## src/rtl/ecm_map.svh

```systemverilog
// register map, field positions and reset values of the enhanced capture unit mode control
`ifndef ECM_MAP_SVH
`define ECM_MAP_SVH
// What this block does
// non-PWM modes: A is unit pin, B-D released
// bridge 00: single output, steering picks pins
// bridge 01: D modulated, A active, B/C inactive
// bridge 10: A/B complementary, C/D released
// bridge 11: B modulated, C active, A/D inactive
// duty value is duty high byte plus two low bits
// mode 0000 off and resets; 0001/0011 reserved
// mode 0010 toggles pin on each match
// 0100 captures falling edges, 0101 rising edges
// 0110 every 4th rise, 0111 every 16th
// 1000 pin low on entry, high on match
// 1001 pin high on entry, low on match
// 1010 flag only, pin left to port
// 1011 special trigger resets selected timer, flags
// 11xx PWM; bit1 inverts A/C, bit0 inverts B/D
// software sets modes and pin directions first
// PWM waits for new period before driving waveform
// control register zero releases every PWM pin
// timer values and match events come from outside

// ============================================================
// register byte offsets
`define ECM_OFF_CTRL      8'h00
`define ECM_OFF_DUTY      8'h04
`define ECM_OFF_CFG       8'h08
`define ECM_OFF_STAT      8'h0c
`define ECM_OFF_MASK      8'h10
`define ECM_OFF_CAPT      8'h14

// ============================================================
// field positions
`define ECM_CTRL_MODE     3:0
`define ECM_CTRL_DLOW     5:4
`define ECM_CTRL_BRIDGE   7:6
`define ECM_CFG_TSEL      0
`define ECM_CFG_STEER     7:4
`define ECM_ST_EVENT      0
`define ECM_ST_SPECIAL    1

// ============================================================
// reset values and counts
`define ECM_CTRL_RST      8'h00
`define ECM_DUTY_RST      8'h00
`define ECM_STEER_RST     4'h1
`define ECM_STAT_RST      2'h0
`define ECM_PRESC_LAST4   4'h3
`define ECM_PRESC_LAST16  4'hf
`endif

```

## src/rtl/ecm_pkg.sv

```systemverilog
// types shared by the enhanced capture unit mode control
package ecm_pkg;

  // unit mode select encodings
  typedef enum logic [3:0] {
    MODE_OFF     = 4'h0,
    MODE_RSV1    = 4'h1,
    MODE_TOGGLE  = 4'h2,
    MODE_RSV3    = 4'h3,
    MODE_CAP_FALL = 4'h4,
    MODE_CAP_RISE = 4'h5,
    MODE_CAP_4   = 4'h6,
    MODE_CAP_16  = 4'h7,
    MODE_CMP_SET = 4'h8,
    MODE_CMP_CLR = 4'h9,
    MODE_CMP_SW  = 4'ha,
    MODE_CMP_SPEC = 4'hb,
    MODE_PWM_HH  = 4'hc,
    MODE_PWM_HL  = 4'hd,
    MODE_PWM_LH  = 4'he,
    MODE_PWM_LL  = 4'hf
  } ecm_mode_t;

  // bridge output configuration encodings
  typedef enum logic [1:0] {
    BR_SINGLE = 2'h0,
    BR_FWD    = 2'h1,
    BR_HALF   = 2'h2,
    BR_REV    = 2'h3
  } ecm_bridge_t;

endpackage

```

## src/rtl/ecm_unit.sv

```systemverilog
// mode decode, capture/compare pin logic and PWM output assignment of the enhanced unit
//
// The address map and register access over APB were chosen for this implementation.
`timescale 1ns/1ns
`include "ecm_map.svh"

module ecm_unit #(
  parameter int TIMER_W = 16
) (
  input  wire logic               pclk,
  input  wire logic               presetn,
  input  wire logic               psel,
  input  wire logic               penable,
  input  wire logic               pwrite,
  input  wire logic [7:0]         paddr,
  input  wire logic [31:0]        pwdata,
  output logic      [31:0]        prdata,
  output logic                    pready,
  output logic                    pslverr,
  input  wire logic [TIMER_W-1:0] first_timer_pair,
  input  wire logic [TIMER_W-1:0] third_timer_pair,
  input  wire logic               timer_match,
  input  wire logic               capture_in,
  input  wire logic               pwm_period_start,
  input  wire logic               pwm_mod,
  input  wire logic               pwm_mod_comp,
  output logic      [9:0]         duty_value,
  output logic                    first_timer_reset,
  output logic                    third_timer_reset,
  output logic                    pwm_out_a,
  output logic                    pwm_out_b,
  output logic                    pwm_out_c,
  output logic                    pwm_out_d,
  output logic                    pwm_oe_a,
  output logic                    pwm_oe_b,
  output logic                    pwm_oe_c,
  output logic                    pwm_oe_d,
  output logic                    irq
);
  import ecm_pkg::*;

  // ============================================================
  // elaboration checks
  if (TIMER_W < 8 || TIMER_W > 32)
  begin : g_bad_width
    $error("TIMER_W must lie in 8..32");
  end

  // ============================================================
  // state
  logic [7:0]         ctrl_q;
  logic [7:0]         dutyh_q;
  logic               tsel_q;
  logic [3:0]         steer_q;
  logic [1:0]         stat_q;
  logic [1:0]         mask_q;
  logic [TIMER_W-1:0] capt_q;
  logic [3:0]         prev_mode_q;
  logic               cap_prev_q;
  logic [3:0]         presc_q;
  logic               pin_q;
  logic               armed_q;
  logic [31:0]        rd_d;
  logic               mapped;

  ecm_mode_t   mode;
  ecm_bridge_t bridge;
  logic        pwm_mode;
  logic        entered;
  logic        wr_en;
  logic        rise;
  logic        fall;
  logic        cap_evt;
  logic        cmp_evt;
  logic        spec_evt;

  // level on a pin from its active state and its polarity
  function automatic logic lvl(input logic act, input logic low);
    return act ^ low;
  endfunction

  assign mode     = ecm_mode_t'(ctrl_q[`ECM_CTRL_MODE]);
  assign bridge   = ecm_bridge_t'(ctrl_q[`ECM_CTRL_BRIDGE]);
  assign pwm_mode = (ctrl_q[3:2] == 2'b11);
  assign entered  = (ctrl_q[3:0] != prev_mode_q);
  assign wr_en    = psel && penable && pready && pwrite;
  assign rise     = capture_in && !cap_prev_q;
  assign fall     = !capture_in && cap_prev_q;

  // ============================================================
  // event decode; timers and their match live outside
  always_comb
  begin
    cap_evt = 1'b0;
    case (mode)
      MODE_CAP_FALL: cap_evt = fall;
      MODE_CAP_RISE: cap_evt = rise;
      MODE_CAP_4:    cap_evt = rise && (presc_q == `ECM_PRESC_LAST4);
      MODE_CAP_16:   cap_evt = rise && (presc_q == `ECM_PRESC_LAST16);
      default:       cap_evt = 1'b0;
    endcase
  end

  // reserved codes 0001/0011 deliberately do nothing
  assign cmp_evt  = timer_match && (mode == MODE_TOGGLE || ctrl_q[3:2] == 2'b10);
  assign spec_evt = timer_match && (mode == MODE_CMP_SPEC);

  // ============================================================
  // apb slave: one wait state, data and error launched with pready
  always_comb
  begin
    rd_d   = 32'h0;
    mapped = 1'b1;
    case (paddr)
      `ECM_OFF_CTRL: rd_d = {24'h0, ctrl_q};
      `ECM_OFF_DUTY: rd_d = {24'h0, dutyh_q};
      `ECM_OFF_CFG:  rd_d = {24'h0, steer_q, 3'h0, tsel_q};
      `ECM_OFF_STAT: rd_d = {30'h0, stat_q};
      `ECM_OFF_MASK: rd_d = {30'h0, mask_q};
      `ECM_OFF_CAPT: rd_d = 32'(capt_q);
      default:       mapped = 1'b0;
    endcase
  end

  always_ff @(posedge pclk or negedge presetn)
  begin
    if (!presetn)
    begin
      pready  <= 1'b0;
      prdata  <= 32'h0;
      pslverr <= 1'b0;
    end
    else
    begin
      pready  <= psel && penable && !pready;
      prdata  <= (psel && penable && !pready && !pwrite) ? rd_d : 32'h0;
      pslverr <= psel && penable && !pready && !mapped;
    end
  end

  // ============================================================
  // software registers; writing zero to control releases the pins
  always_ff @(posedge pclk or negedge presetn)
  begin
    if (!presetn)
    begin
      ctrl_q  <= `ECM_CTRL_RST;
      dutyh_q <= `ECM_DUTY_RST;
      tsel_q  <= 1'b0;
      steer_q <= `ECM_STEER_RST;
      mask_q  <= 2'h0;
    end
    else if (wr_en)
    begin
      case (paddr)
        `ECM_OFF_CTRL: ctrl_q <= pwdata[7:0];
        `ECM_OFF_DUTY: dutyh_q <= pwdata[7:0];
        `ECM_OFF_CFG:
        begin
          tsel_q  <= pwdata[`ECM_CFG_TSEL];
          steer_q <= pwdata[`ECM_CFG_STEER];
        end
        `ECM_OFF_MASK: mask_q <= pwdata[1:0];
        default: ;
      endcase
    end
  end

  // sticky status, write one to clear; a new event beats the clear
  always_ff @(posedge pclk or negedge presetn)
  begin
    if (!presetn)
      stat_q <= `ECM_STAT_RST;
    else
    begin
      stat_q[`ECM_ST_EVENT] <= (cap_evt || cmp_evt) ||
        (stat_q[`ECM_ST_EVENT] && !(wr_en && paddr == `ECM_OFF_STAT && pwdata[`ECM_ST_EVENT]));
      stat_q[`ECM_ST_SPECIAL] <= spec_evt ||
        (stat_q[`ECM_ST_SPECIAL] && !(wr_en && paddr == `ECM_OFF_STAT && pwdata[`ECM_ST_SPECIAL]));
    end
  end

  always_ff @(posedge pclk or negedge presetn)
  begin
    if (!presetn)
      irq <= 1'b0;
    else
      irq <= |(stat_q & mask_q);
  end

  // ============================================================
  // capture path: edge history, prescaler and captured value
  always_ff @(posedge pclk or negedge presetn)
  begin
    if (!presetn)
    begin
      prev_mode_q <= 4'h0;
      cap_prev_q  <= 1'b0;
      presc_q     <= 4'h0;
      capt_q      <= '0;
    end
    else
    begin
      prev_mode_q <= ctrl_q[3:0];
      cap_prev_q  <= capture_in;
      // a mode change restarts the prescaler so old edges are not counted
      if (mode == MODE_OFF || entered)
        presc_q <= 4'h0;
      else if (cap_evt)
        presc_q <= 4'h0;
      else if (rise && (mode == MODE_CAP_4 || mode == MODE_CAP_16))
        presc_q <= presc_q + 4'h1;
      if (cap_evt)
        capt_q <= tsel_q ? third_timer_pair : first_timer_pair;
    end
  end

  // ============================================================
  // compare pin state and special event trigger
  always_ff @(posedge pclk or negedge presetn)
  begin
    if (!presetn)
    begin
      pin_q             <= 1'b0;
      first_timer_reset <= 1'b0;
      third_timer_reset <= 1'b0;
    end
    else
    begin
      first_timer_reset <= spec_evt && !tsel_q;
      third_timer_reset <= spec_evt && tsel_q;
      case (mode)
        MODE_OFF:     pin_q <= 1'b0;
        MODE_TOGGLE:  pin_q <= timer_match ? !pin_q : pin_q;
        MODE_CMP_SET: pin_q <= entered ? 1'b0 : (pin_q || timer_match);
        MODE_CMP_CLR: pin_q <= entered ? 1'b1 : (pin_q && !timer_match);
        default:      pin_q <= pin_q;
      endcase
    end
  end

  // ============================================================
  // pwm start: waveform only after the next period boundary
  always_ff @(posedge pclk or negedge presetn)
  begin
    if (!presetn)
      armed_q <= 1'b0;
    else if (!pwm_mode)
      armed_q <= 1'b0;
    else if (pwm_period_start)
      armed_q <= 1'b1;
  end

  always_ff @(posedge pclk or negedge presetn)
  begin
    if (!presetn)
      duty_value <= 10'h0;
    else if (pwm_mode)
      duty_value <= {dutyh_q, ctrl_q[`ECM_CTRL_DLOW]};
  end

  // ============================================================
  // output assignment; in pwm modes until armed every enabled pin sits at its inactive level
  always_ff @(posedge pclk or negedge presetn)
  begin
    if (!presetn)
    begin
      {pwm_out_a, pwm_out_b, pwm_out_c, pwm_out_d} <= 4'h0;
      {pwm_oe_a, pwm_oe_b, pwm_oe_c, pwm_oe_d}     <= 4'h0;
    end
    else if (!pwm_mode)
    begin
      // unit pin driven only by the compare modes that own it
      pwm_out_a <= pin_q;
      pwm_oe_a  <= (mode == MODE_TOGGLE || mode == MODE_CMP_SET ||
                    mode == MODE_CMP_CLR);
      {pwm_out_b, pwm_out_c, pwm_out_d} <= 3'h0;
      {pwm_oe_b, pwm_oe_c, pwm_oe_d}    <= 3'h0;
    end
    else
    begin
      case (bridge)
        BR_SINGLE:
        begin
          pwm_out_a <= lvl(armed_q && pwm_mod, ctrl_q[1]);
          pwm_out_b <= lvl(armed_q && pwm_mod, ctrl_q[0]);
          pwm_out_c <= lvl(armed_q && pwm_mod, ctrl_q[1]);
          pwm_out_d <= lvl(armed_q && pwm_mod, ctrl_q[0]);
          {pwm_oe_d, pwm_oe_c, pwm_oe_b, pwm_oe_a} <= steer_q;
        end
        BR_FWD:
        begin
          pwm_out_a <= lvl(armed_q, ctrl_q[1]);
          pwm_out_b <= lvl(1'b0, ctrl_q[0]);
          pwm_out_c <= lvl(1'b0, ctrl_q[1]);
          pwm_out_d <= lvl(armed_q && pwm_mod, ctrl_q[0]);
          {pwm_oe_a, pwm_oe_b, pwm_oe_c, pwm_oe_d} <= 4'hf;
        end
        BR_HALF:
        begin
          // dead band is already applied to the complement upstream
          pwm_out_a <= lvl(armed_q && pwm_mod, ctrl_q[1]);
          pwm_out_b <= lvl(armed_q && pwm_mod_comp, ctrl_q[0]);
          {pwm_out_c, pwm_out_d} <= 2'h0;
          {pwm_oe_a, pwm_oe_b, pwm_oe_c, pwm_oe_d} <= 4'hc;
        end
        default:
        begin
          pwm_out_a <= lvl(1'b0, ctrl_q[1]);
          pwm_out_b <= lvl(armed_q && pwm_mod, ctrl_q[0]);
          pwm_out_c <= lvl(armed_q, ctrl_q[1]);
          pwm_out_d <= lvl(1'b0, ctrl_q[0]);
          {pwm_oe_a, pwm_oe_b, pwm_oe_c, pwm_oe_d} <= 4'hf;
        end
      endcase
    end
  end
endmodule // ecm_unit

```

## config.mk

```make
export PLATFORM = sky130hd
export DESIGN_NAME = ecm_unit
export DESIGN_NICKNAME = d
export VERILOG_FILES = /design/src/rtl/ecm_pkg.sv /design/src/rtl/ecm_unit.sv
export VERILOG_INCLUDE_DIRS = /design/src /design/src/rtl
export SDC_FILE = /design/constraint.sdc
export NUM_CORES = 1
export LEC_CHECK = 0
export BUFFER_PORTS_ARGS = -buffer_cell sky130_fd_sc_hd__buf_2
export CAP_MARGIN = 20
export CORE_MARGIN = 10
export CORE_UTILIZATION = 40
export CTS_BUF_LIST = sky130_fd_sc_hd__clkbuf_8
export DETAILED_ROUTE_END_ITERATION = 16
export HOLD_SLACK_MARGIN = 0.05
export PLACE_DENSITY = 0.64
export SETUP_SLACK_MARGIN = 0.5
export SYNTH_ARGS = -nofsm -noshare
export SYNTH_HDL_FRONTEND = slang
export SYNTH_SLANG_ARGS = --single-unit
export TNS_END_PERCENT = 100
```

## constraint.sdc

```tcl
create_clock -name pclk -period 1.8 [get_ports pclk]
set_input_delay 0.09 -clock pclk [delete_from_list [all_inputs] [get_ports pclk]]
set_output_delay 0.09 -clock pclk [all_outputs]
set_load 0.005 [all_outputs]
```

==> qor.yml <==
status: "complete, no violations"
antenna_found_initial: 0
dieArea_um2: 15600
worstPathCellList: "a211oi_2 -> o2111ai_2 -> a21boi_2 -> buf_6 -> clkbuf_16 -> mux2_4"
setup_viol: 0
fmax_mhz: 566
leakage_nw: 3.09
wl_um: 11700
numClockSinks: 91
clk_pin_slew_ns: 0.09
path_buf_inv: 2
synthXorXnorAreaFrac_pct: 1.39
drc: 0
cts.path.max_buffers: 2
rows: 38
muxShareOfSynthArea_pct: 19.9
synth_top_area_share_pct: 51.2
final_max_slew_viol_count: 0
regArea_um2: 2280
multi_input_area_um2: 2410
detail-route-antenna-nets: 0
netlist_instances: 364
cts_tree: "built"
drt-initial-drc-count: 158
cpMaxStageDelayCell: "dfrtp_2"
ys_types: 53
ios: 137
routedWlPerCell_um: 18.1
place_ws_ns: 0.00841
place.gp.congestion: 0.848
holdCritStartpoint: "third_timer_pair[13]"
critical-path-top-delay-family: "compound AO/OA/AOI/OAI gates"
postSynthAreaPerCell_um2: 12.1
numCtsBuffers: 9
synthAdderAreaFrac_pct: 1.42
grt_max_degree: 49
hold_path.class: "in2reg"
grt.total_usage_pct: 13.7
cts_root_buf: "clkbuf_8"
via_per_inst: 5.06
area_delta_synth_final_pct: 41.0
ys_seq_elements: 91
synth_compound_area_share_pct: 7.39
grt_pass1_wl_um: 17800
vias: 3267
synth_area_leaders: "dfrtp_1 (51%), mux2_2 (18%), buf_4 (2.7%)"
worstSkewPairLatency_ns: 0.35
startpoint_type: "register"
ir_drop_mv: 0.421
layout-drive-gt1-share_pct: 55.9
dp.cells: 594
die_w_um: 125
yosys_warnings: 0
core_um2: 10800
synth-seq-area-share_pct: 51.8
min_period_ns: 1.77
synth_top_family_by_area: "multiplexers"
synth_edf_count: 0
die_h_um: 125
rsz0062_at_grt: "yes"
fin_nets: 588
max_stage_delay_ns: 0.45
setup_slack_ns: 0.0326
regToRegSetupSlack_ns: 0.03
synth-main-ff-cell: "dfrtp_1"
worstPathMaxFanout: 4
critPathKind: "reg2reg"
antenna_cells: 0
arrival_ns: 2.00
finalCritPeriodShare_pct: 98.2
yosys-top-cells-count: "dfrtp_1 (90), mux2_2 (71), nor2_1 (23), buf_4 (16), clkbuf_1 (15)"
hold_violations: 0
stdcell_count: 646
synth.most_common_cell: "dfrtp_1"
cp-end-kind: "register"
rr_startpoint: "ctrl_q[1]"
power.density_nw_per_um2: 648
async_flop_share_pct: 100
finalClockSkew_ns: 0.0104
hpwlAfterDp_um: 7860
cp.required_ns: 2.03
synth_area_um2: 4400
portBuffers: 96
dr.pass1.iters: 5
start_util_pct: 40.8
drv_cap: 0
yosys.area_share.simple_pct: 13.0
yosysTopAreaCell: "dfrtp_1"
grt_pass1_vias: 3480
fillers: 892
timing.critical_path.from: "ctrl_q[1]"
h-tree-depth: 3
grt.overflow.total: 0
routing by layer:
layer  GRT usage, %  up-vias  part of all wire, %  wire (µm)
met5              0        -                    0          0
met4           3.73        0                  1.1        126
met3           3.62       11                  5.5        638
met2           23.9       82                   53       6190
met1           16.3     1636                   40       4710
li1               -     1538                    -          -
stage by stage:
stage	util [%]	hold WS, ns	power (mW)	cell area (µm²)	TNS (ns)
after floorplan	-	-0.206	2.22	4580	0
after global placement	47.4	-0.0128	2.33	5120	0
after detailed placement	47.4	-0.00408	2.33	5120	0
after CTS	52.8	0.0754	4.04	5700	0
after global routing	57.5	0.0865	4.16	6210	-0.588
final	57.5	0.0921	4.02	6210	0
worst paths after layout:
kind                                 endpoint  cells after the start
worst min-delay path               capt_q[13]                      3
min in group asynchronous           prdata[9]                      2
worst min register to register  duty_value[8]                      1
worst max register to register      capt_q[0]                      6
max in group asynchronous           ctrl_q[0]                      3
worst max-delay path                capt_q[0]                      6
power by group:
part	switching [mW]	internal (mW)
Sequential	0.00960	2.06
Clock	0.722	0.963
Combinational	0.142	0.129
Total	0.873	3.15
worst min-delay path, delay by kind of cell:
kind	cells	cell delay, ns
buf+inv	1	0.07
mux	2	0.26
sequential cells by signal (all words and copies together) (netlist names), 4 cells and up:
name	flops
dutyh_q	8
capt_q	16
prev_mode_q	4
prdata	16
duty_value	10
presc_q	4
ctrl_q	8
steer_q	4
kinds of logic (layout without fill, tap and decap cells):
| logic type | after synthesis | count (layout) |
|---|---|---|
| adders and majority gates | 5 | 5 |
| buffers and inverters | 42 | 169 |
| AOI/OAI and AO/OA | 49 | 49 |
| DFF | 91 | 91 |
| other | 1 | 16 |
| and+or+nand+nor | 93 | 93 |
| xor gates and xnor gates | 7 | 7 |
| muxes | 76 | 76 |
cells in the final DEF, fill, tap and decap left out, types with 3 or more instances in the layout:
cell and n:
buf_12 4, nand2_1 6, o21a_1 5, nand4_1 4, buf_4 17, ha_4 3
dfrtp_2 3, mux2_2 32, clkbuf_8 10, nor4_4 3, a21oi_1 7, inv_1 5
dlygate4sd3_1 11, xor2_1 3, conb_1 16, nand2b_1 3, and4_4 3, a22oi_1 6
dfrtp_1 87, nor2b_1 6, a21oi_2 6, buf_2 94, o21ai_1 4, mux2i_1 3
nor2_1 20, buf_6 14, nand3_1 7, mux2_4 39, and2_4 8, bufinv_16 3
repair_timing:
action,4_1_cts,5_1_grt
pin swaps,8,26
endpoints found under the setup margin,66,74
hold buffers,11,0
gates cloned,1,2
gates resized for setup,24,96
buffers inserted,13,9
hold endpoints to repair,115,0
cell type report:
| class | instances | share of cell area (%) |
|---|---|---|
| inverter | 8 | 0.564 |
| multi-input combinational | 246 | 38.9 |
| tap | 140 | 2.82 |
| clock inverter | 6 | 1.79 |
| timing repair buffer | 145 | 17.0 |
| sequential | 91 | 36.8 |
| clock buffer | 10 | 2.22 |
(Power assumes the default switching activity.)
